## config.mk

```make
export PLATFORM = sky130hd
export DESIGN_NAME = dpc_core
export DESIGN_NICKNAME = d
export VERILOG_FILES = /design/src/rtl/dpc_pkg.sv /design/src/rtl/dpc_fifo.sv /design/src/rtl/dpc_core.sv
export VERILOG_INCLUDE_DIRS = /design/src /design/src/rtl
export SDC_FILE = /design/constraint.sdc
export NUM_CORES = 2
export LEC_CHECK = 0
export ABC_AREA = 1
export BUFFER_PORTS_ARGS = -buffer_cell sky130_fd_sc_hd__buf_2
export CAP_MARGIN = 25
export CORE_MARGIN = 2
export CORE_UTILIZATION = 35
export CTS_CLUSTER_DIAMETER = 30
export DETAILED_ROUTE_END_ITERATION = 7
export REMOVE_ABC_BUFFERS = 1
export SYNTH_ARGS = -nofsm -noshare
export SYNTH_HDL_FRONTEND = slang
export SYNTH_SLANG_ARGS = --single-unit
```

## constraint.sdc

```tcl
create_clock -name i_clk -period 96.4 [get_ports i_clk]
set_input_delay 4.82 -clock i_clk [delete_from_list [all_inputs] [get_ports i_clk]]
set_output_delay 4.82 -clock i_clk [all_outputs]
set_load 0.005 [all_outputs]
```

## src/rtl/dpc_defines.svh

```systemverilog
`ifndef DPC_DEFINES_SVH
`define DPC_DEFINES_SVH
// Register word addresses on the plain port.
`define DPC_ADDR_W 8
`define DPC_A_CTRL 8'h00
`define DPC_A_CFG2 8'h01
`define DPC_A_PSEL 8'h02
`define DPC_A_STEP_LO 8'h03
`define DPC_A_STEP_HI 8'h04
`define DPC_A_POFF 8'h05
`define DPC_A_UPDATE 8'h06
`define DPC_A_STATUS 8'h07
`define DPC_A_PHASE_LO 8'h08
`define DPC_A_PHASE_HI 8'h09
// Control register field positions.
`define DPC_CTRL_RDIV_LSB 0
`define DPC_CTRL_SWAP_BIT 2
`define DPC_CTRL_XTAL_BIT 3
`define DPC_CTRL_RINT_BIT 4
`define DPC_CTRL_RISE_LSB 8
`define DPC_CTRL_FALL_LSB 12
`define DPC_CTRL_RESET 32'h0000_0000
// Second control register field positions.
`define DPC_CFG2_CPS_LSB 0
`define DPC_CFG2_MDIV_LSB 4
`define DPC_CFG2_NDIV_LSB 8
`define DPC_CFG2_RESET 32'h0000_0000
// Subclock divide ratio for update sampling.
`define DPC_SUB_DIV 4
`endif

```

## src/rtl/dpc_pkg.sv

```systemverilog
package dpc_pkg;
   // One profile: step word and phase offset.
   typedef struct packed {
      logic [47:0] step;
      logic [13:0] poff;
   } dpc_prof_type;
   // Update sequencer states.
   typedef enum logic [1:0] {
      DPC_IDLE = 2'b00,
      DPC_ARM = 2'b01
   } dpc_upd_type;
endpackage

```

## src/rtl/dpc_fifo.sv

```systemverilog
`timescale 1ns/1ps
// Small flip-flop FIFO with valid and ready on both sides.
module dpc_fifo #(
   parameter int WIDTH = 14,
   parameter int DEPTH = 4
) (
   // Clock and reset.
   input wire logic i_clk,
   input wire logic i_rstn,
   // Fill side.
   input wire logic i_valid,
   input wire logic [WIDTH-1:0] i_data,
   output logic o_ready,
   // Drain side.
   output logic o_valid,
   output logic [WIDTH-1:0] o_data,
   input wire logic i_ready
);
   localparam int AW = $clog2(DEPTH);
   logic [WIDTH-1:0] mem_r [DEPTH];
   logic [AW-1:0] wp_r, rp_r;
   logic [AW:0] cnt_r;
   wire push = i_valid && (cnt_r != (AW+1)'(DEPTH));
   wire pop = i_ready && (cnt_r != '0);
   assign o_ready = cnt_r != (AW+1)'(DEPTH);
   assign o_valid = cnt_r != '0;
   assign o_data = mem_r[rp_r];
   // Pointers and count advance on push and pop.
   always_ff @(posedge i_clk or negedge i_rstn) begin
      if (!i_rstn) begin
         wp_r <= '0;
         rp_r <= '0;
         cnt_r <= '0;
      end else begin
         if (push) wp_r <= (wp_r == AW'(DEPTH-1)) ? '0 : wp_r + AW'(1);
         if (pop) rp_r <= (rp_r == AW'(DEPTH-1)) ? '0 : rp_r + AW'(1);
         cnt_r <= cnt_r + (AW+1)'(push) - (AW+1)'(pop);
      end
   end
   // Storage write.
   always_ff @(posedge i_clk) begin
      if (push) mem_r[wp_r] <= i_data;
   end
endmodule // dpc_fifo

```

## src/rtl/dpc_core.sv

```systemverilog
`timescale 1ns/1ps
`include "dpc_defines.svh"
//////////////////////////////////////////////////////////////////////////////
// Overview of operation
// [RULE_01] 48-bit accumulator steps each sample, wraps.
// [RULE_02] Add step word; step range 0..2^47; only step-high writes are clipped to it.
// [RULE_03] Add phase offset before amplitude conversion.
// [RULE_04] Cosine of phase, full range one turn.
// [RULE_05] One 14-bit amplitude word per sample.
// [RULE_06] RF divider ratio 1, 2, 4 or 8.
// [RULE_07] Software engages divider above 400 MHz input.
// [RULE_08] Divided/undivided clock routing swap option.
// [RULE_09] Reference and feedback dividers, 1 to 16.
// [RULE_10] Software enables input dividers above 200 MHz.
// [RULE_11] Pump current times 1..8 by 3-bit field.
// [RULE_12] Option enables crystal oscillator on reference.
// [RULE_13] Bit enables internal driver current resistor.
// [RULE_14] Independent rise and fall slew settings.
// [RULE_15] Eight profiles chosen by profile select inputs.
// [RULE_16] Buffered writes copy on update at subclock.
// [RULE_17] Scale field n means multiplier n plus one.
// [RULE_18] Datapath in sample domain, amplitude registered.
//////////////////////////////////////////////////////////////////////////////
module dpc_core
   import dpc_pkg::*;
#(
   parameter int NPROF = 8,
   parameter int FIFO_DEPTH = 4
) (
   // Clock and reset.
   input wire logic i_clk,
   input wire logic i_rstn,
   // Register port.
   input wire logic [`DPC_ADDR_W-1:0] i_addr,
   input wire logic [31:0] i_wdata,
   input wire logic i_wr,
   input wire logic i_rd,
   output logic [31:0] o_rdata,
   // Profile select and transfer strobe.
   input wire logic [2:0] i_profile_select_inputs,
   input wire logic i_update,
   // Converter stream.
   output logic [13:0] o_dac_data,
   output logic o_dac_valid,
   input wire logic i_dac_ready,
   // Clock path and analog option controls.
   output logic o_sample_tick,
   output logic [1:0] o_rf_div_sel,
   output logic o_rf_route_swap,
   output logic [3:0] o_ref_div_ratio,
   output logic [3:0] o_fb_div_ratio,
   output logic [3:0] o_pump_mult,
   output logic o_xtal_osc_en,
   output logic o_drv_int_rset,
   output logic [3:0] o_drv_rise_slew,
   output logic [3:0] o_drv_fall_slew
);
   //////////////////////////////////////////////////////////////////////////
   // Reset release through two flip-flops.
   logic rst_s1_r, rst_n_r;
   always_ff @(posedge i_clk or negedge i_rstn) begin
      if (!i_rstn) begin
         rst_s1_r <= 1'b0;
         rst_n_r <= 1'b0;
      end else begin
         rst_s1_r <= 1'b1;
         rst_n_r <= rst_s1_r;
      end
   end
   //////////////////////////////////////////////////////////////////////////
   // Buffered (written) and active register sets.
   logic [31:0] ctrl_buf_r, ctrl_act_r; // Control word.
   logic [31:0] cfg2_buf_r, cfg2_act_r; // Second control register.
   logic [2:0] psel_r; // Profile chosen for software writes.
   dpc_prof_type prof_buf_r [NPROF]; // Buffered profiles.
   dpc_prof_type prof_act_r [NPROF]; // Active profiles.
   logic sw_upd_r; // Software-requested transfer pending.
   // Address decode as named wires.
   wire wr_ctrl = i_wr && (i_addr == `DPC_A_CTRL);
   wire wr_cfg2 = i_wr && (i_addr == `DPC_A_CFG2);
   wire wr_psel = i_wr && (i_addr == `DPC_A_PSEL);
   wire wr_slo = i_wr && (i_addr == `DPC_A_STEP_LO);
   wire wr_shi = i_wr && (i_addr == `DPC_A_STEP_HI);
   wire wr_poff = i_wr && (i_addr == `DPC_A_POFF);
   wire wr_upd = i_wr && (i_addr == `DPC_A_UPDATE) && i_wdata[0];
   // Step-high writes above 2^47 are clipped to 2^47; step-low writes are not limited.
   wire [47:0] step_cur = prof_buf_r[psel_r].step;
   wire [47:0] step_lo_new = {step_cur[47:32], i_wdata};
   wire [47:0] step_hi_new = {i_wdata[15:0], step_cur[31:0]};
   wire [47:0] step_lim = 48'h8000_0000_0000;
   //////////////////////////////////////////////////////////////////////////
   // Subclock divider; transfers happen on its rising edge (tick).
   logic [2:0] sub_cnt_r;
   wire sub_tick = (sub_cnt_r == 3'(`DPC_SUB_DIV - 1));
   always_ff @(posedge i_clk or negedge rst_n_r) begin
      if (!rst_n_r) sub_cnt_r <= '0;
      else sub_cnt_r <= sub_tick ? '0 : sub_cnt_r + 3'h1;
   end
   wire do_xfer = sub_tick && (i_update || sw_upd_r); // see [RULE_16]
   //////////////////////////////////////////////////////////////////////////
   // Buffered register writes.
   always_ff @(posedge i_clk or negedge rst_n_r) begin
      if (!rst_n_r) begin
         ctrl_buf_r <= `DPC_CTRL_RESET;
         cfg2_buf_r <= `DPC_CFG2_RESET;
         psel_r <= '0;
         sw_upd_r <= 1'b0;
      end else begin
         if (wr_ctrl) ctrl_buf_r <= i_wdata;
         if (wr_cfg2) cfg2_buf_r <= i_wdata;
         if (wr_psel) psel_r <= i_wdata[2:0];
         // A new request wins over the completing transfer.
         if (wr_upd) sw_upd_r <= 1'b1;
         else if (do_xfer) sw_upd_r <= 1'b0;
      end
   end
   // Profile buffers, one write port per field.
   always_ff @(posedge i_clk or negedge rst_n_r) begin
      if (!rst_n_r) begin
         for (int k = 0; k < NPROF; k++) prof_buf_r[k] <= '0;
      end else begin
         if (wr_slo) prof_buf_r[psel_r].step <= step_lo_new;
         if (wr_shi) begin
            prof_buf_r[psel_r].step <= (step_hi_new > step_lim) ? step_lim : step_hi_new; // see [RULE_02]
         end
         if (wr_poff) prof_buf_r[psel_r].poff <= i_wdata[13:0];
      end
   end
   // Copy buffers into the active set on a qualified transfer.
   always_ff @(posedge i_clk or negedge rst_n_r) begin
      if (!rst_n_r) begin
         ctrl_act_r <= `DPC_CTRL_RESET;
         cfg2_act_r <= `DPC_CFG2_RESET;
         for (int k = 0; k < NPROF; k++) prof_act_r[k] <= '0;
      end else if (do_xfer) begin // see [RULE_16]
         ctrl_act_r <= ctrl_buf_r;
         cfg2_act_r <= cfg2_buf_r;
         prof_act_r <= prof_buf_r;
      end
   end
   //////////////////////////////////////////////////////////////////////////
   // Sample-rate enable from the selected RF ratio.
   wire [1:0] rdiv = ctrl_act_r[`DPC_CTRL_RDIV_LSB +: 2]; // see [RULE_06]
   wire swap = ctrl_act_r[`DPC_CTRL_SWAP_BIT]; // see [RULE_08]
   logic [2:0] rf_cnt_r;
   // With swap set the core runs undivided and the driver gets the divider.
   wire [2:0] rf_mask = swap ? 3'h0 : 3'((1 << rdiv) - 1);
   wire samp_en_raw = ((rf_cnt_r & rf_mask) == rf_mask);
   wire fifo_rdy;
   logic amp_v_r; // Amplitude word waiting for the FIFO.
   // A sample waits while the last word is still refused, so no word is ever dropped.
   wire samp_en = samp_en_raw && (!amp_v_r || fifo_rdy);
   always_ff @(posedge i_clk or negedge rst_n_r) begin
      if (!rst_n_r) rf_cnt_r <= '0;
      else if (!samp_en_raw || samp_en) rf_cnt_r <= rf_cnt_r + 3'h1;
   end
   //////////////////////////////////////////////////////////////////////////
   // Phase accumulator, offset and amplitude conversion.
   dpc_prof_type prof_sel;
   assign prof_sel = prof_act_r[i_profile_select_inputs]; // see [RULE_15]
   logic [47:0] acc_r;
   logic [13:0] ph_r; // Offset phase, top 14 bits.
   logic [13:0] amp_r; // Registered amplitude.
   wire [13:0] ph_nxt = acc_r[47:34] + prof_sel.poff; // see [RULE_03]
   // Quarter-wave cosine by parabolic approximation, full range one turn.
   wire [1:0] quad = ph_r[13:12];
   wire [11:0] fr = quad[0] ? (12'hfff - ph_r[11:0]) : ph_r[11:0];
   wire [23:0] sq = fr * fr;
   wire [12:0] mag = 13'h1fff - 13'(sq[23:11]);
   wire neg = quad[0] ^ quad[1];
   wire [13:0] amp_nxt = neg ? (14'h2000 - 14'(mag)) : (14'h2000 + 14'(mag) - 14'h1); // see [RULE_04]
   always_ff @(posedge i_clk or negedge rst_n_r) begin
      if (!rst_n_r) begin
         acc_r <= '0;
         ph_r <= '0;
         amp_r <= 14'h2000;
         amp_v_r <= 1'b0;
      end else begin
         // The word stays offered until the FIFO has room for it.
         amp_v_r <= samp_en || (amp_v_r && !fifo_rdy);
         if (samp_en) begin // see [RULE_18]
            acc_r <= acc_r + prof_sel.step; // see [RULE_01] see [RULE_02]
            ph_r <= ph_nxt;
            amp_r <= amp_nxt; // see [RULE_05]
         end
      end
   end
   //////////////////////////////////////////////////////////////////////////
   // Output FIFO towards the converter.
   wire fifo_v;
   wire [13:0] fifo_d;
   dpc_fifo #(.WIDTH(14), .DEPTH(FIFO_DEPTH)) u_fifo (
      .i_clk(i_clk),
      .i_rstn(rst_n_r),
      .i_valid(amp_v_r),
      .i_data(amp_r),
      .o_ready(fifo_rdy),
      .o_valid(fifo_v),
      .o_data(fifo_d),
      .i_ready(i_dac_ready)
   );
   // Registered converter output.
   wire fifo_pop = fifo_v && i_dac_ready;
   always_ff @(posedge i_clk or negedge rst_n_r) begin
      if (!rst_n_r) begin
         o_dac_data <= 14'h2000;
         o_dac_valid <= 1'b0;
      end else begin
         o_dac_valid <= fifo_pop; // see [RULE_05]
         if (fifo_pop) o_dac_data <= fifo_d;
      end
   end
   //////////////////////////////////////////////////////////////////////////
   // Control outputs from the active set.
   wire [3:0] mult_nxt = {1'b0, cfg2_act_r[`DPC_CFG2_CPS_LSB +: 3]} + 4'h1; // see [RULE_17]
   always_ff @(posedge i_clk or negedge rst_n_r) begin
      if (!rst_n_r) begin
         o_sample_tick <= 1'b0;
         o_rf_div_sel <= '0;
         o_rf_route_swap <= 1'b0;
         o_ref_div_ratio <= '0;
         o_fb_div_ratio <= '0;
         o_pump_mult <= 4'h1;
         o_xtal_osc_en <= 1'b0;
         o_drv_int_rset <= 1'b0;
         o_drv_rise_slew <= '0;
         o_drv_fall_slew <= '0;
      end else begin
         o_sample_tick <= samp_en;
         o_rf_div_sel <= rdiv; // see [RULE_06]
         o_rf_route_swap <= swap; // see [RULE_08]
         o_ref_div_ratio <= cfg2_act_r[`DPC_CFG2_MDIV_LSB +: 4]; // see [RULE_09]
         o_fb_div_ratio <= cfg2_act_r[`DPC_CFG2_NDIV_LSB +: 4]; // see [RULE_09]
         o_pump_mult <= mult_nxt; // see [RULE_11]
         o_xtal_osc_en <= ctrl_act_r[`DPC_CTRL_XTAL_BIT]; // see [RULE_12]
         o_drv_int_rset <= ctrl_act_r[`DPC_CTRL_RINT_BIT]; // see [RULE_13]
         o_drv_rise_slew <= ctrl_act_r[`DPC_CTRL_RISE_LSB +: 4]; // see [RULE_14]
         o_drv_fall_slew <= ctrl_act_r[`DPC_CTRL_FALL_LSB +: 4]; // see [RULE_14]
      end
   end
   //////////////////////////////////////////////////////////////////////////
   // Read mux; unmapped addresses read zero.
   logic [31:0] rmux;
   always_comb begin
      case (i_addr)
         `DPC_A_CTRL: rmux = ctrl_buf_r;
         `DPC_A_CFG2: rmux = cfg2_buf_r;
         `DPC_A_PSEL: rmux = {29'h0, psel_r};
         `DPC_A_STEP_LO: rmux = step_cur[31:0];
         `DPC_A_STEP_HI: rmux = {16'h0, step_cur[47:32]};
         `DPC_A_POFF: rmux = {18'h0, prof_buf_r[psel_r].poff};
         `DPC_A_UPDATE: rmux = {31'h0, sw_upd_r};
         `DPC_A_STATUS: rmux = {29'h0, i_profile_select_inputs};
         `DPC_A_PHASE_LO: rmux = acc_r[31:0];
         `DPC_A_PHASE_HI: rmux = {16'h0, acc_r[47:32]};
         default: rmux = 32'h0;
      endcase
   end
   always_ff @(posedge i_clk or negedge rst_n_r) begin
      if (!rst_n_r) o_rdata <= '0;
      else o_rdata <= i_rd ? rmux : 32'h0;
   end
endmodule // dpc_core

```

==> results.rst <==
.. list-table::
   :header-rows: 1

   * - Metric
     - Value
   * - Element type at the critical path end
     - flop
   * - Number of gates resized after CTS
     - 0
   * - Clock root buffer
     - sky130_fd_sc_hd__clkbuf_16
   * - Number of I/O pins
     - 122
   * - Number of synthesized register bits
     - 1305
   * - Overall via count from detail_route
     - about 66000
   * - Fillcell total
     - 19300
   * - DR iter-0 viols
     - around 8000
   * - Drt pass-1 iters
     - 6
   * - Nets
     - 9142
   * - Remaining design rule violation count
     - 0
   * - Combined area of all synthesized cells
     - just under 0.07 mm²
   * - Clock buffer count from CTS
     - ~340
   * - Initial antenna violation count
     - 13
   * - Per-cell via count in the routed design
     - 5.58
   * - Area of the core
     - around 0.2 mm²
   * - Outcome
     - complete, no violations
   * - Async set-or-reset flop fraction in the synthesized netlist
     - 95.7%
   * - Final wirelength
     - between 200 and 300 mm
   * - RSZ-0062 raised after global routing
     - false
   * - Length in cells of the worst reg-to-reg path
     - 16
   * - Clock tree from TritonCTS
     - done
   * - Placed Instances
     - roughly 11000
   * - Leading cell type in the layout, fill and taps excluded
     - sky130_fd_sc_hd__nand2_1
   * - Hold Buf Count CTS
     - 0
   * - Global-route wire length before repair
     - 411 mm
   * - Final clock skew
     - 0.136 ns
   * - Count of yosys warnings during synthesis
     - 0
   * - Grt ovf
     - 0
   * - Crit path kind
     - input pin to flop
   * - Worst hold path type
     - flop to flop
   * - Share of final-layout standard cells stronger than drive strength 1
     - between 10% and 20%
   * - Max transition margin
     - 23.1%
   * - Number of levels the H-tree was split into
     - 5
   * - Sequential share of the synthesized area
     - 47.8%
   * - Post-route minimum period
     - around 9.6 ns
   * - WL met2
     - 123 mm
   * - Reported max-cap violation count
     - 0
   * - Die Ht
     - roughly 450 µm
   * - Die Wd
     - approximately 450 µm
   * - GRT Overall Usage
     - between 20% and 30%
   * - Per-instance average area after synthesis
     - around 8 µm²
   * - Final worst-path cycle share
     - between 9 and 10%
   * - Count of standard-cell rows
     - between 150 and 200
   * - Top library cells by usage in the layout, fill and taps aside
     - sky130_fd_sc_hd__nand2_1, sky130_fd_sc_hd__dfrtp_1, sky130_fd_sc_hd__o21ai_0, sky130_fd_sc_hd__inv_1, sky130_fd_sc_hd__nor2_1
   * - Non-filler instance count after layout
     - between 10000 and 15000
   * - Total routed wire length on the met1 layer
     - 106 mm
   * - Starting density of the core
     - 35.3%
   * - Via count of the first global-routing pass
     - 63300
   * - Final HPWL from detailed placement
     - about 170 mm
   * - Final weighted congestion in routability-driven placement
     - around 0.96
   * - Post-detailed-route wirelength per cell
     - 23.7 µm
   * - Highest metal used
     - met5
   * - Synth-to-Final Area Change
     - 22.0%
   * - Max Fanout on Critical Path
     - between 40 and 50
   * - Buffer levels on the longest clock path
     - 4
   * - Post-CTS repair timing setup buffer count
     - 0
   * - Final sum of negative setup slack
     - 0 ns
   * - Reg clk slew, reported paths
     - around 0.040 ns
   * - Achievable frequency
     - between 100 and 150 MHz
   * - Slack of the worst reg-to-reg path
     - 89.18 ns
   * - Final hold violations
     - 0
   * - Tightest Pin Transition
     - 1.15 ns
   * - Cells on Worst Hold Path
     - 0
   * - Count of endpoints failing setup in the final report
     - 0
   * - Library cells used by synthesis
     - 55
   * - Remaining antenna violation count
     - 0
   * - Data required time at the worst endpoint
     - 97.15 ns
   * - Startpoint type of the worst setup path
     - input pin
   * - Count of pins over their slew limit
     - 0
   * - Pin count of the biggest net entering global routing
     - between 200 and 300
   * - Cell count after synthesis
     - 8826
   * - Count of input and output buffers
     - ~120
   * - DIE AREA
     - ~0.2 mm²
   * - Crit path DAT
     - just over 10 ns
   * - Count of flip-flops with a built-in enable after synthesis
     - 56
   * - Post-route core utilization
     - between 40% and 50%
   * - Source-to-sink clock delay at the later pin of the worst-skew pair
     - ~0.98 ns
   * - Routed met3 length
     - 30.2 mm
   * - Most frequently used flop master after synthesis
     - sky130_fd_sc_hd__dfrtp_1
   * - Post-route worst hold slack
     - 0.343 ns
   * - CTS sink count
     - 1305
metrics by stage:
step	cell area [µm²]	worst slack (ns)
after global routing	84200	86.61
after detailed placement	72200	86.11
after global placement	72100	86.12
final	84200	86.82
after CTS	83900	87.06
after floorplan	66800	53.56
metal layers:
layer	vias to the layer above	global-route usage (%)
li1	29300	-
met1	31600	34.5
met2	3828	41.9
met3	925	6.78
met4	4	17.2
met5	-	0
final timing paths:
path	from	endpoint
max	i_profile_select_inputs[1]	acc_r[33]
min	rst_s1_r	rst_n_r
max reg2reg	psel_r[1]	prof_buf_r[212]
min reg2reg	rst_s1_r	rst_n_r
max in group asynchronous	rst_n_r	prof_buf_r[464]
min in group asynchronous	rst_n_r	o_drv_fall_slew[2]
critical path, cell delays in order:
cell and delay [ns]:
sky130_fd_sc_hd__buf_6 0.24, sky130_fd_sc_hd__inv_4 0.52, sky130_fd_sc_hd__buf_4 0.72, sky130_fd_sc_hd__buf_4 0.69, sky130_fd_sc_hd__o21ai_0 0.19, sky130_fd_sc_hd__o22ai_1 0.16, sky130_fd_sc_hd__nor2_1 0.05, sky130_fd_sc_hd__a31oi_1 0.35
sky130_fd_sc_hd__ha_1 0.26, sky130_fd_sc_hd__nand2_1 0.14, sky130_fd_sc_hd__o21ai_0 0.65, sky130_fd_sc_hd__a21oi_1 0.33, sky130_fd_sc_hd__o21ai_0 0.62, sky130_fd_sc_hd__a21oi_1 0.18, sky130_fd_sc_hd__xor2_1 0.16, sky130_fd_sc_hd__o21ai_0 0.09
cell usage after synthesis, types with 4 or more instances:
cell	n	area [µm²]
sky130_fd_sc_hd__clkbuf_1	449	1690
sky130_fd_sc_hd__edfxtp_1	56	1680
sky130_fd_sc_hd__a21o_1	4	30.0
sky130_fd_sc_hd__o211ai_1	6	45.0
sky130_fd_sc_hd__o21ai_1	8	40.0
sky130_fd_sc_hd__buf_1	61	229
sky130_fd_sc_hd__o22ai_1	362	2260
sky130_fd_sc_hd__o21bai_1	12	90.1
sky130_fd_sc_hd__nand3_2	4	40.0
sky130_fd_sc_hd__o21ai_0	1220	6110
sky130_fd_sc_hd__nor4_1	14	87.6
sky130_fd_sc_hd__buf_2	27	135
sky130_fd_sc_hd__buf_4	10	75.1
sky130_fd_sc_hd__inv_1	878	3300
sky130_fd_sc_hd__clkinv_1	19	71.3
sky130_fd_sc_hd__or2_2	16	100
sky130_fd_sc_hd__o21a_1	9	67.6
sky130_fd_sc_hd__nand3b_1	6	45.0
sky130_fd_sc_hd__mux2i_1	60	601
sky130_fd_sc_hd__nand3_1	87	435
sky130_fd_sc_hd__nor2_1	857	3220
sky130_fd_sc_hd__a21boi_0	4	30.0
sky130_fd_sc_hd__xnor2_1	30	263
sky130_fd_sc_hd__fa_1	80	1600
sky130_fd_sc_hd__nand4_1	30	188
sky130_fd_sc_hd__o2111ai_1	9	78.8
sky130_fd_sc_hd__ha_1	124	1550
sky130_fd_sc_hd__nand2_2	13	81.3
sky130_fd_sc_hd__a41oi_1	8	70.1
sky130_fd_sc_hd__o41ai_1	15	131
sky130_fd_sc_hd__inv_2	18	67.6
sky130_fd_sc_hd__nand2_1	2134	8010
sky130_fd_sc_hd__o31ai_1	7	52.6
sky130_fd_sc_hd__nor3_1	86	430
sky130_fd_sc_hd__a21oi_1	611	3060
sky130_fd_sc_hd__a31oi_1	117	732
sky130_fd_sc_hd__a221oi_1	20	175
sky130_fd_sc_hd__dfrtp_1	1246	31200
sky130_fd_sc_hd__xor2_1	39	342
sky130_fd_sc_hd__o221ai_1	4	35.0
sky130_fd_sc_hd__a22oi_1	43	323
sequential cells by signal, indices dropped and copies added, names as in the netlist, 11 cells and up:
name          cells
acc_r            48
amp_r            14
cfg2_act_r       11
cfg2_buf_r       32
ctrl_act_r       13
ctrl_buf_r       32
o_dac_data       14
o_rdata          32
ph_r             14
prof_act_r      496
prof_buf_r      496
u_fifo.mem_r     56
kinds of logic (layout without fill, tap and decap cells):
group	after synthesis	in the layout	synth area share, %
AO/OA/AOI/OAI	2468	2468	19.4
XOR/XNOR	69	69	0.876
adder cells (fa/ha/maj)	204	204	4.57
buffers and inverters	1463	1783	8.08
flip-flops	1305	1305	47.8
multiplexers	61	61	0.887
other	1	8	0.00544
AND/OR/NAND/NOR	3255	3255	18.4
final cells by class:
class	count	area, µm²	share of cell area (%)
Antenna cell	7	17.5	0.0208
Timing Repair Buffer	265	1980	2.35
Sequential cell	1305	32900	39.1
Tap cell	2624	3280	3.90
Clock buffer	461	9820	11.7
Inverter	915	3460	4.11
Multi-Input combinational cell	6058	30800	36.6
Clock inverter	142	1900	2.25
Power is left out: the tool's default activity adds up to more than one toggle a clock period on the data nets, which glitch-free logic cannot reach.
